**src/shared/asi_defines.svh**
```systemverilog
`ifndef ASI_DEFINES_SVH
`define ASI_DEFINES_SVH
// ==========================================================
// register byte offsets
`define ASI_OFF_GCFG 8'h00
`define ASI_OFF_CCTL 8'h04
`define ASI_OFF_ISTAT 8'h08
`define ASI_OFF_RXSC 8'h0C
`define ASI_OFF_TXSC 8'h10
`define ASI_OFF_TXFIFO 8'h14
`define ASI_OFF_RXFIFO 8'h18
`define ASI_OFF_TXDMA 8'h1C
`define ASI_OFF_RXDMA 8'h20
// ==========================================================
// reset values
`define ASI_RST_GCFG 32'h0000_0000
`define ASI_RST_CCTL 32'h0000_0F01
`define ASI_RST_LIMIT 4'h8
// ==========================================================
// field positions inside status and control words
`define ASI_SC_FLAG_BIT 0
`define ASI_IST_RXE_BIT 0
`define ASI_IST_RXP_BIT 1
`define ASI_IST_TXE_BIT 2
`define ASI_IST_TXP_BIT 3
// ==========================================================
// sizes and bit counts
`define ASI_PTR_W 4
`define ASI_WORD_W 16
`define ASI_FIFO_FULL_CNT 5'h10
`define ASI_WLEN_8 5'h08
`define ASI_WLEN_16 5'h10
`define ASI_FS_SHORT 5'h01
`define ASI_FSL_LEN_6 5'h06
`define ASI_FSL_LEN_13 5'h0D
`define ASI_FSL_LEN_14 5'h0E
`define ASI_FSL_LEN_15 5'h0F
`define ASI_FSL_LEN_16 5'h10
`endif

```
**src/shared/asi_pkg.sv**
```systemverilog
`include "asi_defines.svh"
package asi_pkg;
    // ======================================================
    // bus carriers
    typedef struct packed {
        logic psel;
        logic penable;
        logic pwrite;
        logic [7:0] paddr;
        logic [31:0] pwdata;
    } asi_apb_req_type;
    typedef struct packed {
        logic pready;
        logic pslverr;
        logic [31:0] prdata;
    } asi_apb_rsp_type;
    // ======================================================
    // configuration images
    typedef enum logic [2:0] {
        ASI_FSL_6, ASI_FSL_13, ASI_FSL_14, ASI_FSL_15, ASI_FSL_16
    } asi_fsl_type;
    typedef enum logic {ASI_IDLE, ASI_SHIFT} asi_shift_type;
    typedef struct packed {
        logic [20:0] rsvd;
        logic rx_slot0_dma_select;
        logic tx_slot0_dma_select;
        logic ext_clock;
        asi_fsl_type frame_sync_length;
        logic long_sync;
        logic word16;
        logic clk_src;
        logic sync_mode;
        logic enable;
    } asi_gcfg_type;
    typedef struct packed {
        logic [16:0] rsvd;
        logic [6:0] frame_clock_divisor;
        logic [7:0] bit_clock_divisor;
    } asi_cctl_type;
    typedef struct packed {
        logic [3:0] limit;
        logic err_ie;
        logic warn_ie;
        logic err_flag;
    } asi_dirctl_type;
    typedef struct packed {
        logic [18:0] rsvd;
        logic dma_full;
        logic [4:0] count;
        asi_dirctl_type ctl;
    } asi_sc_img_type;
    typedef struct packed {
        logic [(1 << `ASI_PTR_W)-1:0][`ASI_WORD_W-1:0] mem;
        logic [`ASI_PTR_W-1:0] wptr;
        logic [`ASI_PTR_W-1:0] rptr;
        logic last_wr;
    } asi_fifo_state_type;
endpackage

```
**src/rtl/asi_fifo.sv**
```systemverilog
`timescale 1ns/100ps
`default_nettype none
`include "asi_defines.svh"
module asi_fifo
    import asi_pkg::*;
(
    // clock and reset
    input wire logic clk,
    input wire logic rst_n,
    // fill side
    input wire logic push,
    input wire logic [`ASI_WORD_W-1:0] push_data,
    // drain side
    input wire logic pop,
    output logic [`ASI_WORD_W-1:0] rd_data,
    // fill level
    output logic [4:0] count,
    output logic empty,
    output logic full
);
    asi_fifo_state_type st;
    asi_fifo_state_type next_st;
    logic ptr_eq;

    // ======================================================
    // pointer stepping; overflow guarding is left to the user
    always_comb
    begin
        next_st = st;
        if (push)
        begin
            next_st.mem[st.wptr] = push_data;
            next_st.wptr = st.wptr + 4'h1;
        end
        if (pop)
        begin
            next_st.rptr = st.rptr + 4'h1;
        end
        if (push != pop)
        begin
            next_st.last_wr = push;
        end
    end

    // state register
    always_ff @(posedge clk or negedge rst_n)
    begin
        if (!rst_n)
            st <= '0;
        else
            st <= next_st;
    end

    // equal pointers split by the last access direction
    assign ptr_eq = st.wptr == st.rptr;
    assign empty = ptr_eq && !st.last_wr;
    assign full = ptr_eq && st.last_wr;
    assign rd_data = st.mem[st.rptr];
    assign count = full ? `ASI_FIFO_FULL_CNT : {1'b0, st.wptr - st.rptr};
endmodule
`default_nettype wire

```
**src/rtl/asi_top.sv**
```systemverilog
// Decided for this implementation: the APB slave port and the address map.
`timescale 1ns/100ps
`default_nettype none
`include "asi_defines.svh"
// Summary of operation
// - bit clock is source over divisor plus one
// - software picks 12 or 48 MHz source
// - frame clock is bit clock over divisor+1
// - long sync lasts 6,13,14,15,16 bits
// - four sources merge to one interrupt
// - four pending flags: overrun, warn, underrun, warn
// - transmit frame sync routed to wakeup
// - one slot per frame, 8-bit uses low byte
// - each frame sync starts a transmit word
// - transmit bits leave on rising bit clock
// - dma transmit reloads, requests, resends when empty
// - transmit fifo pops and pushes advance pointers
// - transmit underrun resends, flags, mutes warning interrupt
// - transmit clock and sync internal or external
// - receive samples on falling bit clock
// - dma receive copies, requests, overwrites when full
// - receive fifo pushes and reads advance pointers
// - full receive fifo drops word, flags overrun
// - warning interrupts compare counts with limits
// - slot-0 select picks fifo or dma path
// - synchronous receive uses transmit clock and sync
// - word length 8 or 16 bits
module asi_top
    import asi_pkg::*;
(
    // clock and reset
    input wire logic clk,
    input wire logic rst_n,
    // register bus
    input wire asi_apb_req_type apb_req,
    output var asi_apb_rsp_type apb_rsp,
    // prescaler source ticks, one cycle each
    input wire logic aux_tick,
    input wire logic pll_tick,
    // transmit bit clock pin
    input wire logic tx_bit_clock_in,
    output logic tx_bit_clock_out,
    output logic tx_bit_clock_oe,
    // transmit frame sync pin
    input wire logic tx_frame_sync_in,
    output logic tx_frame_sync_out,
    output logic tx_frame_sync_oe,
    // receive clock and sync pins
    input wire logic rx_bit_clock,
    input wire logic rx_frame_sync,
    // serial data pins
    input wire logic serial_rx_data,
    output logic serial_tx_data,
    output logic serial_tx_data_oe,
    // system side
    output logic wakeup_frame_sync,
    output logic audio_irq,
    output logic tx_dma_req,
    output logic rx_dma_req
);
    typedef struct packed {
        asi_gcfg_type gcfg;
        asi_cctl_type cctl;
        asi_dirctl_type txc;
        asi_dirctl_type rxc;
        logic [2:0] txclk_s;
        logic [2:0] txfs_s;
        logic [2:0] rxclk_s;
        logic [2:0] rxfs_s;
        logic [1:0] rxd_s;
        logic [7:0] psc_cnt;
        logic bclk;
        logic [6:0] fcnt;
        logic fs;
        logic tx_fs_seen;
        logic rx_fs_seen;
        asi_shift_type tx_state;
        logic [4:0] tx_cnt;
        logic [15:0] tx_sr;
        logic [15:0] tx_word;
        logic [15:0] tx_dma;
        logic tx_dma_full;
        asi_shift_type rx_state;
        logic [4:0] rx_cnt;
        logic [15:0] rx_sr;
        logic [15:0] rx_dma;
        logic rx_dma_full;
        logic [3:0] pend;
        logic irq;
        logic txd_o;
        logic txd_oe;
        logic wake_fs;
        logic tx_req;
        logic rx_req;
        logic pin_oe;
        asi_apb_rsp_type rsp;
    } asi_top_state_type;

    asi_top_state_type st;
    asi_top_state_type next_st;
    logic tx_push, tx_pop, rx_push, rx_pop;
    logic tx_empty, tx_full, rx_empty, rx_full;
    logic [15:0] tx_rd_data, rx_rd_data, word, rx_new;
    logic [4:0] tx_count, rx_count, wlen, fs_len;
    logic [7:0] half;
    logic src_tick, int_rise, int_fall, ext, rx_local;
    logic tx_rise, tx_fs, rx_rise, rx_fall, rx_fs;
    logic tx_start, rx_start, tx_done, rx_done;
    logic access, complete, tx_dma_wr;

    // ======================================================
    // decoding helpers
    function automatic logic [4:0] asi_sync_len(input asi_fsl_type code);
        case (code)
            ASI_FSL_6: asi_sync_len = `ASI_FSL_LEN_6;
            ASI_FSL_13: asi_sync_len = `ASI_FSL_LEN_13;
            ASI_FSL_14: asi_sync_len = `ASI_FSL_LEN_14;
            ASI_FSL_15: asi_sync_len = `ASI_FSL_LEN_15;
            default: asi_sync_len = `ASI_FSL_LEN_16;
        endcase
    endfunction

    function automatic logic asi_mapped(input logic [7:0] a);
        asi_mapped = a == `ASI_OFF_GCFG || a == `ASI_OFF_CCTL ||
            a == `ASI_OFF_ISTAT || a == `ASI_OFF_RXSC ||
            a == `ASI_OFF_TXSC || a == `ASI_OFF_TXFIFO ||
            a == `ASI_OFF_RXFIFO || a == `ASI_OFF_TXDMA ||
            a == `ASI_OFF_RXDMA;
    endfunction

    function automatic logic asi_msb(input logic [15:0] sr,
        input logic w16);
        asi_msb = w16 ? sr[15] : sr[7];
    endfunction

    // ======================================================
    // fifos, one per direction
    asi_fifo u_tx_fifo (
        .clk(clk),
        .rst_n(rst_n),
        .push(tx_push),
        .push_data(apb_req.pwdata[15:0]),
        .pop(tx_pop),
        .rd_data(tx_rd_data),
        .count(tx_count),
        .empty(tx_empty),
        .full(tx_full)
    );

    asi_fifo u_rx_fifo (
        .clk(clk),
        .rst_n(rst_n),
        .push(rx_push),
        .push_data(rx_new),
        .pop(rx_pop),
        .rd_data(rx_rd_data),
        .count(rx_count),
        .empty(rx_empty),
        .full(rx_full)
    );

    // ======================================================
    // next state of the whole block
    always_comb
    begin
        next_st = st;
        tx_push = 1'b0;
        tx_pop = 1'b0;
        rx_push = 1'b0;
        rx_pop = 1'b0;
        tx_done = 1'b0;
        rx_done = 1'b0;
        tx_dma_wr = 1'b0;
        word = st.tx_word;
        rx_new = '0;
        int_rise = 1'b0;
        int_fall = 1'b0;
        wlen = st.gcfg.word16 ? `ASI_WLEN_16 : `ASI_WLEN_8;
        // pin synchronisers
        next_st.txclk_s = {st.txclk_s[1:0], tx_bit_clock_in};
        next_st.txfs_s = {st.txfs_s[1:0], tx_frame_sync_in};
        next_st.rxclk_s = {st.rxclk_s[1:0], rx_bit_clock};
        next_st.rxfs_s = {st.rxfs_s[1:0], rx_frame_sync};
        next_st.rxd_s = {st.rxd_s[0], serial_rx_data};

        // bit clock prescaler over the selected source
        src_tick = st.gcfg.clk_src ? pll_tick : aux_tick;
        half = {1'b0, st.cctl.bit_clock_divisor[7:1]} +
            {7'h00, st.cctl.bit_clock_divisor[0]};
        if (st.gcfg.enable && src_tick)
        begin
            if (st.psc_cnt == st.cctl.bit_clock_divisor)
                next_st.psc_cnt = '0;
            else
                next_st.psc_cnt = st.psc_cnt + 8'h01;
            int_rise = next_st.psc_cnt == 8'h00;
            int_fall = next_st.psc_cnt == half &&
                st.cctl.bit_clock_divisor != 8'h00;
        end
        if (int_rise)
            next_st.bclk = 1'b1;
        if (int_fall)
            next_st.bclk = 1'b0;

        // frame counter and internal frame sync level
        fs_len = st.gcfg.long_sync ?
            asi_sync_len(st.gcfg.frame_sync_length) : `ASI_FS_SHORT;
        if (int_rise)
        begin
            if (st.fcnt == st.cctl.frame_clock_divisor)
                next_st.fcnt = '0;
            else
                next_st.fcnt = st.fcnt + 7'h01;
            next_st.fs = next_st.fcnt < {2'b00, fs_len};
        end
        if (!st.gcfg.enable)
        begin
            next_st.psc_cnt = '0;
            next_st.fcnt = '0;
            next_st.bclk = 1'b0;
            next_st.fs = 1'b0;
        end

        // clock and sync source for each direction
        ext = st.gcfg.ext_clock;
        tx_rise = ext ? st.txclk_s[1] && !st.txclk_s[2] : int_rise;
        tx_fs = ext ? st.txfs_s[1] : next_st.fs;
        rx_local = ext && !st.gcfg.sync_mode;
        rx_rise = rx_local ? st.rxclk_s[1] && !st.rxclk_s[2] : tx_rise;
        rx_fall = rx_local ? !st.rxclk_s[1] && st.rxclk_s[2] :
            (ext ? !st.txclk_s[1] && st.txclk_s[2] : int_fall);
        rx_fs = rx_local ? st.rxfs_s[1] : tx_fs;
        if (tx_rise)
            next_st.tx_fs_seen = tx_fs;
        if (rx_rise)
            next_st.rx_fs_seen = rx_fs;
        tx_start = st.gcfg.enable && tx_rise && tx_fs && !st.tx_fs_seen;
        rx_start = st.gcfg.enable && rx_rise && rx_fs && !st.rx_fs_seen;

        // register bus: capture read data, then act at completion
        access = apb_req.psel && apb_req.penable;
        complete = access && st.rsp.pready && asi_mapped(apb_req.paddr);
        next_st.rsp.pready = access && !st.rsp.pready;
        if (access && !st.rsp.pready)
        begin
            next_st.rsp.pslverr = !asi_mapped(apb_req.paddr);
            case (apb_req.paddr)
                `ASI_OFF_GCFG: next_st.rsp.prdata = st.gcfg;
                `ASI_OFF_CCTL: next_st.rsp.prdata = st.cctl;
                `ASI_OFF_ISTAT: next_st.rsp.prdata = {28'h0000000, st.pend};
                `ASI_OFF_RXSC: next_st.rsp.prdata =
                    {19'h00000, st.rx_dma_full, rx_count, st.rxc};
                `ASI_OFF_TXSC: next_st.rsp.prdata =
                    {19'h00000, st.tx_dma_full, tx_count, st.txc};
                `ASI_OFF_RXFIFO: next_st.rsp.prdata = {16'h0000, rx_rd_data};
                `ASI_OFF_TXDMA: next_st.rsp.prdata = {16'h0000, st.tx_dma};
                `ASI_OFF_RXDMA: next_st.rsp.prdata = {16'h0000, st.rx_dma};
                default: next_st.rsp.prdata = '0;
            endcase
        end
        if (complete && apb_req.pwrite)
        begin
            case (apb_req.paddr)
                `ASI_OFF_GCFG:
                begin
                    next_st.gcfg = asi_gcfg_type'(apb_req.pwdata);
                    next_st.gcfg.rsvd = '0;
                end
                `ASI_OFF_CCTL:
                begin
                    next_st.cctl = asi_cctl_type'(apb_req.pwdata);
                    next_st.cctl.rsvd = '0;
                end
                `ASI_OFF_RXSC:
                begin
                    next_st.rxc.limit = apb_req.pwdata[6:3];
                    next_st.rxc.err_ie = apb_req.pwdata[2];
                    next_st.rxc.warn_ie = apb_req.pwdata[1];
                    if (apb_req.pwdata[`ASI_SC_FLAG_BIT])
                        next_st.rxc.err_flag = 1'b0;
                end
                `ASI_OFF_TXSC:
                begin
                    next_st.txc.limit = apb_req.pwdata[6:3];
                    next_st.txc.err_ie = apb_req.pwdata[2];
                    next_st.txc.warn_ie = apb_req.pwdata[1];
                    if (apb_req.pwdata[`ASI_SC_FLAG_BIT])
                        next_st.txc.err_flag = 1'b0;
                end
                `ASI_OFF_TXFIFO: tx_push = 1'b1;
                `ASI_OFF_TXDMA:
                begin
                    next_st.tx_dma = apb_req.pwdata[15:0];
                    next_st.tx_dma_full = 1'b1;
                    tx_dma_wr = 1'b1;
                end
                default: ;
            endcase
        end
        if (complete && !apb_req.pwrite)
        begin
            if (apb_req.paddr == `ASI_OFF_RXFIFO)
                rx_pop = 1'b1;
            if (apb_req.paddr == `ASI_OFF_RXDMA)
                next_st.rx_dma_full = 1'b0;
        end

        // transmit shifter, started by each frame sync
        unique case (st.tx_state)
            ASI_IDLE:
                if (tx_start)
                begin
                    next_st.tx_state = ASI_SHIFT;
                    next_st.txd_o = asi_msb(st.tx_sr, st.gcfg.word16);
                    next_st.txd_oe = 1'b1;
                    next_st.tx_sr = st.tx_sr << 1;
                    next_st.tx_cnt = 5'h01;
                end
            ASI_SHIFT:
                if (tx_rise)
                begin
                    if (st.tx_cnt == wlen)
                    begin
                        next_st.tx_state = ASI_IDLE;
                        next_st.txd_oe = 1'b0;
                        tx_done = 1'b1;
                    end
                    else
                    begin
                        next_st.txd_o = asi_msb(st.tx_sr, st.gcfg.word16);
                        next_st.tx_sr = st.tx_sr << 1;
                        next_st.tx_cnt = st.tx_cnt + 5'h01;
                    end
                end
        endcase

        // reload the next transmit word after each completed one
        if (tx_done)
        begin
            if (st.gcfg.tx_slot0_dma_select)
            begin
                if (st.tx_dma_full)
                begin
                    word = st.tx_dma;
                    if (!tx_dma_wr)
                        next_st.tx_dma_full = 1'b0;
                end
            end
            else if (!tx_empty)
            begin
                word = tx_rd_data;
                tx_pop = 1'b1;
            end
            else
            begin
                next_st.txc.err_flag = 1'b1;
            end
            next_st.tx_sr = word;
            next_st.tx_word = word;
            // a sync on the closing edge starts the next word at once
            if (tx_start)
            begin
                next_st.tx_state = ASI_SHIFT;
                next_st.txd_o = asi_msb(word, st.gcfg.word16);
                next_st.txd_oe = 1'b1;
                next_st.tx_sr = word << 1;
                next_st.tx_cnt = 5'h01;
            end
        end

        // receive shifter, sampling after the frame sync
        unique case (st.rx_state)
            ASI_IDLE:
                if (rx_start)
                begin
                    next_st.rx_state = ASI_SHIFT;
                    next_st.rx_cnt = '0;
                end
            ASI_SHIFT:
                if (rx_fall)
                begin
                    next_st.rx_sr = {st.rx_sr[14:0], st.rxd_s[1]};
                    next_st.rx_cnt = st.rx_cnt + 5'h01;
                    if (next_st.rx_cnt == wlen)
                    begin
                        next_st.rx_state = ASI_IDLE;
                        rx_done = 1'b1;
                    end
                end
        endcase

        // hand the completed word to dma register or fifo
        rx_new = st.gcfg.word16 ? next_st.rx_sr :
            {8'h00, next_st.rx_sr[7:0]};
        if (rx_done)
        begin
            if (st.gcfg.rx_slot0_dma_select)
            begin
                next_st.rx_dma = rx_new;
                next_st.rx_dma_full = 1'b1;
            end
            else if (!rx_full)
                rx_push = 1'b1;
            else
                next_st.rxc.err_flag = 1'b1;
        end

        if (!st.gcfg.enable)
        begin
            next_st.tx_state = ASI_IDLE;
            next_st.rx_state = ASI_IDLE;
            next_st.txd_oe = 1'b0;
        end

        // pending flags and the merged interrupt line
        next_st.pend[`ASI_IST_RXE_BIT] = st.rxc.err_ie && st.rxc.err_flag;
        next_st.pend[`ASI_IST_RXP_BIT] = st.rxc.warn_ie &&
            !st.gcfg.rx_slot0_dma_select && !st.rxc.err_flag &&
            rx_count > {1'b0, st.rxc.limit};
        next_st.pend[`ASI_IST_TXE_BIT] = st.txc.err_ie && st.txc.err_flag;
        next_st.pend[`ASI_IST_TXP_BIT] = st.txc.warn_ie &&
            !st.gcfg.tx_slot0_dma_select && !st.txc.err_flag &&
            tx_count <= {1'b0, st.txc.limit};
        next_st.irq = |next_st.pend;

        // pin and request outputs
        next_st.wake_fs = tx_fs;
        next_st.tx_req = st.gcfg.enable && st.gcfg.tx_slot0_dma_select &&
            !next_st.tx_dma_full;
        next_st.rx_req = st.gcfg.rx_slot0_dma_select &&
            next_st.rx_dma_full;
        next_st.pin_oe = next_st.gcfg.enable && !next_st.gcfg.ext_clock;
    end

    // ======================================================
    // state register
    always_ff @(posedge clk or negedge rst_n)
    begin
        if (!rst_n)
        begin
            st <= '0;
            st.gcfg <= `ASI_RST_GCFG;
            st.cctl <= `ASI_RST_CCTL;
            st.txc.limit <= `ASI_RST_LIMIT;
            st.rxc.limit <= `ASI_RST_LIMIT;
        end
        else
            st <= next_st;
    end

    // outputs straight from state
    assign apb_rsp = st.rsp;
    assign tx_bit_clock_out = st.bclk;
    assign tx_bit_clock_oe = st.pin_oe;
    assign tx_frame_sync_out = st.fs;
    assign tx_frame_sync_oe = st.pin_oe;
    assign serial_tx_data = st.txd_o;
    assign serial_tx_data_oe = st.txd_oe;
    assign wakeup_frame_sync = st.wake_fs;
    assign audio_irq = st.irq;
    assign tx_dma_req = st.tx_req;
    assign rx_dma_req = st.rx_req;
endmodule
`default_nettype wire

```
**config.mk**
```make
export PLATFORM = sky130hd
export DESIGN_NAME = asi_top
export DESIGN_NICKNAME = d
export VERILOG_FILES = /design/src/shared/asi_pkg.sv /design/src/rtl/asi_fifo.sv /design/src/rtl/asi_top.sv
export VERILOG_INCLUDE_DIRS = /design/src /design/src/shared
export SDC_FILE = /design/constraint.sdc
export NUM_CORES = 1
export LEC_CHECK = 0
export ABC_AREA = 1
export BUFFER_PORTS_ARGS = -buffer_cell sky130_fd_sc_hd__buf_2
export CORE_MARGIN = 10
export CORE_UTILIZATION = 40
export CTS_CLUSTER_SIZE = 25
export DETAILED_ROUTE_END_ITERATION = 16
export MAX_ROUTING_LAYER = met4
export PLACE_DENSITY = 0.57
export SYNTH_ARGS = -nofsm -noshare
export SYNTH_HDL_FRONTEND = slang
export SYNTH_SLANG_ARGS = --single-unit
```
**constraint.sdc**
```tcl
create_clock -name clk -period 3.9 [get_ports clk]
set_input_delay 1.17 -clock clk [delete_from_list [all_inputs] [get_ports clk]]
set_output_delay 1.17 -clock clk [all_outputs]
set_load 0.05 [all_outputs]
```
==> out/results.ini, run 1 <==
[global_route]
maximum_number_of_pins_on_one_net_before_global_route_repair = 141
grt_pass1_vias = 29139
grt_pass1_wl_mm = 177
global_route.usage.total_pct = 23.2
globalRouteOverflowTotal = 0
grt_antenna_before_repair = 4

[critical_path]
critical_path_class = reg2reg
crit_end = u_rx_fifo.st[203]
rrSetupSlack_ns = 0.21
crit_path_start_kind = flop
crit_path_max_incr_delay_ns = 0.58
timing.critical_path.max_delay_family = simple AND/OR/NAND/NOR gates
critical_path.reg2reg.startpoint = st[186]
crit_start = st[186]
regToRegEndpoint = u_rx_fifo.st[203]
path_cells = ha_1, ha_1, nand3_1, nor3_1, xor2_1, xor2_1, o21ai_0, nor2_1, nand3_1, nand2_1, nand4_4, buf_12, buf_4, o21ai_0, nand2_1
worst-path-buf-inv = 2
worst_r2r_path_depth = 15
endpoint_class_of_the_critical_path = flop
slowest_cell_on_the_critical_path = sky130_fd_sc_hd__dfstp_2
number_of_stages_on_the_worst_setup_path = 15
cp_max_fo = 74
crit_arrival_ns = 4.19
worst-endpoint-required_ns = 4.40

[detailed_routing]
highest-signal-layer = met4
dr_wl_met3_mm = 7.51
drt_pass1_iterations = 6
detail_route.wirelength.met1_mm = 51.5
route.vias.total = 30564
vias_per_cell = 5.48
route.detailed.drc = 0
drt.antenna.violating_nets = 0
postRouteWirelength_mm = 114
drt_iter0_markers = 3179
wire_length_on_met2_mm = 51.5
wire_per_inst_microns = 20.5

[logic_synthesis]
syn-mean-instance-area_sq_um = 8.07
synth-adder-area-share_pct = 1.46
synthMostInstantiatedCell = sky130_fd_sc_hd__nand2_1
ys_warn_count = 0
ys_async_sr_fraction_pct = 100
synth.distinct_cells = 54
main_combinational_cell_family_by_area_after_synthesis = simple AND/OR/NAND/NOR gates
synth_top_cells_by_area = sky130_fd_sc_hd__dfrtp_1, sky130_fd_sc_hd__nand2_1, sky130_fd_sc_hd__o21ai_0, sky130_fd_sc_hd__nor2_1, sky130_fd_sc_hd__clkbuf_1
yosys_register_bits = 724
gate_count_post_synth = 4348
synth_top_area_cell = sky130_fd_sc_hd__dfrtp_1
synth_compound_gate_area_share_pct = 18.2
synth_simple_gate_area_share_pct = 20.8
synth.cell_area_sq_mm = 0.0351
post_synth_xor_area_fraction_pct = 0.923
synth.area.mux_share_pct = 0.538
yosysSeqAreaShare_pct = 51.6
synth-edff-count = 0
synth-main-ff-cell = sky130_fd_sc_hd__dfrtp_1
synth.top_cell.area_share_pct = 51.1
netlist_top_cells_count = sky130_fd_sc_hd__nand2_1, sky130_fd_sc_hd__o21ai_0, sky130_fd_sc_hd__dfrtp_1, sky130_fd_sc_hd__nor2_1, sky130_fd_sc_hd__clkbuf_1

[clock_network]
ctsHtreeMaxLevel = 3
cts_setup_buffers = 0
clock_path_buffers = 3
worst_skew_pair.late_latency_ns = 0.66
cts_inserted_buffers = 84
cts_tree = done
clk_transition_reported_paths_ns = 0.06
cts.hold.buffers_added = 0
tritoncts_num_sinks = 724
buffer_type_at_the_clock_tree_root = sky130_fd_sc_hd__clkbuf_16
post_cts_repair_resize_count = 0

[sta]
period_needed_ns = 3.69
finalMaxSlewViolations = 0
period_utilization_pct = 94.6
fin_setup_tns_ns = 0
timing.max_slew.rel_slack_pct = 39.3
setup_ws_ns = 0.211
timing_hold_violations_final = 0
finalSetupViolations = 0
maxClockFrequency_mhz = 271
rsz0062_at_grt = false
final.setup_skew_ns = 0.0315
worst-slew-pin-transition_ns = 0.909

[layout]
flow.area_growth_from_synthesis_pct = 14.6
layout-drive-gt1-share_pct = 9.74
finalNetCount = 4448
filler_cell_count = 8582

[hold_path]
hold_path_class = reg2reg
hp-start = next_st[161]

[power_and_ir_drop]
static-leakage-power_nw = 19.8
power.ir.vdd_worst_mv = 0.316
share_comb_of_total_power_pct = 12.5
power.net_switching_mw = 5.11
power.share.sequential_pct = 43.4
power_switching_share_pct = 27.9
clockPowerShare_pct = 44.1
power.internal_mw = 13.2
pwr_density_cell_mw_per_mm2 = 455

[die]
design.portCount = 96
die-area_sq_mm = 0.100
die_width_microns = 316
start_util_pct = 40.4
core_area_sq_mm = 0.0869
placement_rows = 108
fp.dieH_microns = 316

[place]
dp_worst_setup_slack_ns = 0.202
number_of_buffers_added_on_ports = 63
place_congestion = 0.913
dp_hpwl_mm = 72.5

[flow_run]
max_cap_viol_count = 0

[outcome]
outcome = completed

## worst reg2reg max path: stages, from the launching register on
cell,delay (ns)
sky130_fd_sc_hd__dfstp_2,0.58
sky130_fd_sc_hd__ha_1,0.18
sky130_fd_sc_hd__ha_1,0.20
sky130_fd_sc_hd__nand3_1,0.13
sky130_fd_sc_hd__nor3_1,0.22
sky130_fd_sc_hd__xor2_1,0.23
sky130_fd_sc_hd__xor2_1,0.18
sky130_fd_sc_hd__o21ai_0,0.13
sky130_fd_sc_hd__nor2_1,0.17
sky130_fd_sc_hd__nand3_1,0.09
sky130_fd_sc_hd__nand2_1,0.26
sky130_fd_sc_hd__nand4_4,0.13
sky130_fd_sc_hd__buf_12,0.23
sky130_fd_sc_hd__buf_4,0.46
sky130_fd_sc_hd__o21ai_0,0.24
sky130_fd_sc_hd__nand2_1,0.12
## final cells by class
cell class	count	area [sq um]	area share, %
inverters	200	753	1.87
clock buffers	121	2490	6.20
clock inverters	25	337	0.837
repair buffers	238	2260	5.63
diodes	1	2.50	0.00622
multi-input cells	3109	14800	36.8
well taps	1155	1450	3.59
flip-flops and latches	724	18100	45.1
## layer usage
layer	vias up	track usage [%]
met5	-	-
met4	0	7.30
met3	189	4.10
met2	985	35.2
met1	14916	31.3
li1	14474	-
## logic make-up (layout without fill, tap and decap cells)
| family | count (synthesis) | count (layout) |
|---|---|---|
| adder cells (fa/ha/maj) | 40 | 40 |
| AND/OR/NAND/NOR | 1819 | 1819 |
| other | 1 | 17 |
| XOR/XNOR | 37 | 37 |
| AO/OA/AOI/OAI | 1179 | 1179 |
| buffers and inverters | 530 | 584 |
| flip-flops | 724 | 724 |
| multiplexers | 18 | 18 |
## power by group through the flow
stage / logic (mW) / registers [mW] / clock network (mW)
2_1_floorplan: 1.16 / 8.08 / 0
3_3_place_gp: 2.28 / 8.07 / 0
3_5_place_dp: 2.29 / 8.07 / 0
4_1_cts: 2.30 / 7.94 / 8.24
5_1_grt: 2.49 / 7.97 / 8.56
6_report: 2.29 / 7.94 / 8.08
## stage by stage
step                      std cells  hold slack [ns]  util [%]  power, mW  cell area, sq um
final                          5573            0.347      46.3       18.3             40200
after global routing           5573            0.357      46.3       19.0             40200
after CTS                      5572            0.349      46.3       18.5             40200
after detailed placement       5426            0.335      43.0       10.4             37400
after global placement         5426            0.335      43.0       10.3             37400
after floorplan                4363            0.331         -       9.24             35200
## worst min path at each step
stage	endpoint	slack, ns	depth (start not counted)
floorplan	next_st[162]	0.33	0
global placement	next_st[168]	0.34	0
detailed placement	st[159]	0.33	0
CTS	next_st[162]	0.35	0
global route	next_st[165]	0.36	0
finish	next_st[162]	0.35	0
## cell usage in the layout (no fill, tap or decap), drive strengths merged, types with 29 or more instances in the layout
| cell | instances |
|---|---|
| ha | 37 |
| a21oi | 65 |
| buf | 238 |
| dfrtp | 717 |
| nand4 | 48 |
| nand2 | 1285 |
| clkbuf | 121 |
| o22ai | 110 |
| nor2 | 333 |
| xor2 | 29 |
| o21ai | 885 |
| nand3 | 124 |
| inv | 194 |
## flip-flops by register name, summed over array words and instances (netlist names), 9 cells and up
signal,count
next_st,9
u_tx_fifo.st,265
st,157
u_rx_fifo.st,265
apb_rsp,18
No activity file was read; power rests on OpenSTA's default activity.
==> inputs of run 2 (changes only) <==
- CORE_UTILIZATION: 40 -> 60
- PLACE_DENSITY: 0.57 -> 0.79
==> out/results.ini, run 2 (synthesis results as in run 1) <==
[outcome]
outcome = completed  ; unchanged

[sta]
rsz0062_at_grt = false  ; unchanged
fin_hold_ws_ns = 0.349  ; was 0.347 ns
finalMaxSlewViolations = 0  ; unchanged
maxClockFrequency_mhz = 270  ; was 271 MHz
fin_setup_tns_ns = 0  ; unchanged
setup_ws_ns = 0.203  ; was 0.211 ns
period_needed_ns = 3.70  ; was 3.69 ns
worst-slew-pin-transition_ns = 0.834  ; was 0.909 ns
period_utilization_pct = 94.8  ; was 94.6%
finalSetupViolations = 0  ; unchanged
final.setup_skew_ns = 0.0231  ; was 0.0315 ns
timing_hold_violations_final = 0  ; unchanged
timing.max_slew.rel_slack_pct = 44.4  ; was 39.3%

[clock_network]
tritoncts_num_sinks = 724  ; unchanged
buffer_type_at_the_clock_tree_root = sky130_fd_sc_hd__clkbuf_16  ; unchanged
worst_skew_pair.late_latency_ns = 0.64  ; was 0.66 ns
cts_tree = done  ; unchanged
clk_transition_reported_paths_ns = 0.06  ; about the same
ctsHtreeMaxLevel = 3  ; unchanged
cts_inserted_buffers = 77  ; was 84
post_cts_repair_resize_count = 0  ; unchanged
clock_path_buffers = 3  ; unchanged
cts.hold.buffers_added = 0  ; unchanged

[detailed_routing]
postRouteWirelength_mm = 104  ; was 114 mm
route.vias.total = 31262  ; was 30.6k
route.detailed.drc = 0  ; unchanged
wire_per_inst_microns = 20.2  ; was 20.5 microns
drt_iter0_markers = 3911  ; was 3179
drt_pass1_iterations = 8  ; was 6
vias_per_cell = 6.09  ; was 5.48
drt.antenna.violating_nets = 0  ; unchanged

[power_and_ir_drop]
total_power_mw = 17.7  ; was 18.3 mW
pwr_density_cell_mw_per_mm2 = 454  ; was 455 mW/mm^2
power.ir.vdd_worst_mv = 0.503  ; was 0.316 mV
static-leakage-power_nw = 19.4  ; was 19.8 nW

[critical_path]
worst-endpoint-required_ns = 4.46  ; was 4.40 ns
regToRegEndpoint = u_rx_fifo.st[195]  ; was u_rx_fifo.st[203]
crit_arrival_ns = 4.25  ; was 4.19 ns
crit_path_start_kind = flop  ; unchanged
cp_max_fo = 130  ; was 74
endpoint_class_of_the_critical_path = flop  ; unchanged
critical_path.reg2reg.startpoint = st[186]  ; unchanged
critical_path_class = reg2reg  ; unchanged
rrSetupSlack_ns = 0.20  ; was 0.21 ns
worst_r2r_path_depth = 15  ; unchanged

[layout]
multi_input_comb_area_sq_mm = 0.0148  ; about the same
finalNetCount = 4398  ; was 4448
filler_cell_count = 4622  ; was 8582
stdcell_area_sq_mm = 0.0390  ; was 0.0402 sq mm
layout_commonest_cell = sky130_fd_sc_hd__nand2_1  ; unchanged
ff_latch_area_sq_mm = 0.0181  ; unchanged
flow.area_growth_from_synthesis_pct = 10.9  ; was 14.6%
finish.utilization_pct = 67.4  ; was 46.3%
layout-drive-gt1-share_pct = 8.54  ; was 9.74%
finish.cell_count_without_fillers = 5134  ; was 5573
mostFrequentLayoutCells = sky130_fd_sc_hd__nand2_1, sky130_fd_sc_hd__o21ai_0, sky130_fd_sc_hd__dfrtp_1, sky130_fd_sc_hd__nor2_1, sky130_fd_sc_hd__inv_1  ; unchanged
layout_top_registers = u_rx_fifo.st (265), u_tx_fifo.st (265), st (157)  ; unchanged

[place]
number_of_buffers_added_on_ports = 63  ; unchanged
dpl_cell_area_sq_mm = 0.0363  ; was 0.0374 sq mm
dp_hpwl_mm = 65.6  ; was 72.5 mm
dp_worst_setup_slack_ns = 0.128  ; was 0.202 ns
placedCellCount = 4990  ; was 5426
place_congestion = 0.947  ; was 0.913

[flow_run]
max_cap_viol_count = 0  ; unchanged

[die]
die-area_sq_mm = 0.0686  ; was 0.100 sq mm
design.portCount = 96  ; unchanged
fp.dieH_microns = 262  ; was 316 microns
die_width_microns = 262  ; was 316 microns
core_area_sq_mm = 0.0578  ; was 0.0869 sq mm
placement_rows = 88  ; was 108
start_util_pct = 60.7  ; was 40.4%

[global_route]
grt_antenna_before_repair = 2  ; was 4
grt-busiest-layer = met2  ; unchanged
grt_pass1_vias = 29573  ; was 29.1k
maximum_number_of_pins_on_one_net_before_global_route_repair = 131  ; was 141
met3_usage_pct = 5.60  ; was 4.10%
gr-usage-met2_pct = 46.7  ; was 35.2%
globalRouteOverflowTotal = 0  ; unchanged
grt.met1_usage_pct = 39.9  ; was 31.3%
grt_pass1_wl_mm = 164  ; was 177 mm
global_route.usage.total_pct = 31.0  ; was 23.2%

[hold_path]
hp-start = next_st[164]  ; was next_st[161]
min_delay_path_depth = 0  ; unchanged
timing.hold.worst_endpoint = next_st[165]  ; was next_st[162]
hold_path_class = reg2reg  ; unchanged

[run 2: changes by cell type in the layout (fill, tap and decap cells not counted), moves of 2 or more]
cell	previous run	this run
sky130_fd_sc_hd__clkinv_2	15	12
sky130_fd_sc_hd__clkbuf_16	86	78
sky130_fd_sc_hd__buf_4	125	100
sky130_fd_sc_hd__clkbuf_8	21	18
sky130_fd_sc_hd__inv_16	1	3
sky130_fd_sc_hd__clkinv_16	2	0
sky130_fd_sc_hd__clkbuf_1	14	21
sky130_fd_sc_hd__buf_12	50	32
[run 2: timing repair]
item | in CTS | in global routing
hold endpoints to repair | 0 | 0
setup endpoints to repair | 0 | 1
setup buffers | 0 | 3
[run 2: final cells by class]
cell class	instances	share of cell area, %
multi-input combinational	3109	38.0
inverter	200	1.93
clock inverter	23	0.803
timing repair buffer	195	4.41
sequential	724	46.6
clock buffer	117	5.85
tap	765	2.46
antenna	1	0.00642
[run 2: worst max-delay path by stage]
stage                 from                 to  slack (ns)  depth (start not counted)
2_1_floorplan  apb_req[39]  u_tx_fifo.st[254]        0.54                         15
3_3_place_gp   apb_req[39]  u_tx_fifo.st[169]        0.16                         15
3_5_place_dp      aux_tick  u_rx_fifo.st[147]        0.13                         16
4_1_cts            st[190]  u_rx_fifo.st[152]        0.29                         17
5_1_grt            st[191]  u_rx_fifo.st[190]       0.003                         17
6_report           st[186]  u_rx_fifo.st[195]        0.20                         15
[run 2: worst max-delay path: stages (launching register included)]
cell                      delay, ns
sky130_fd_sc_hd__dfstp_2       0.60
sky130_fd_sc_hd__ha_1          0.19
sky130_fd_sc_hd__ha_1          0.19
sky130_fd_sc_hd__nand3_1       0.12
sky130_fd_sc_hd__nor3_1        0.20
sky130_fd_sc_hd__xor2_1        0.21
sky130_fd_sc_hd__xor2_1        0.15
sky130_fd_sc_hd__o21ai_0       0.09
sky130_fd_sc_hd__nor2_1        0.19
sky130_fd_sc_hd__nand3_1       0.10
sky130_fd_sc_hd__nand2_1       0.28
sky130_fd_sc_hd__nand4_4       0.21
sky130_fd_sc_hd__buf_12        0.28
sky130_fd_sc_hd__nor2_4        0.48
sky130_fd_sc_hd__nand2_1       0.11
sky130_fd_sc_hd__nand2_1       0.08
[run 2: power by group]
group          internal, mW  switching (mW)  leakage, nW
sequential             7.74           0.201         9.65
combinational         0.664            1.57         8.45
clock                  4.40            3.12         1.28
[run 2: per-layer routing]
metal  up-vias  routed length (microns)
met1     14933                    41100
met4         0                     5560
met2      1682                    47200
li1      14331                        -
met3       316                    10000
met5         -                        0
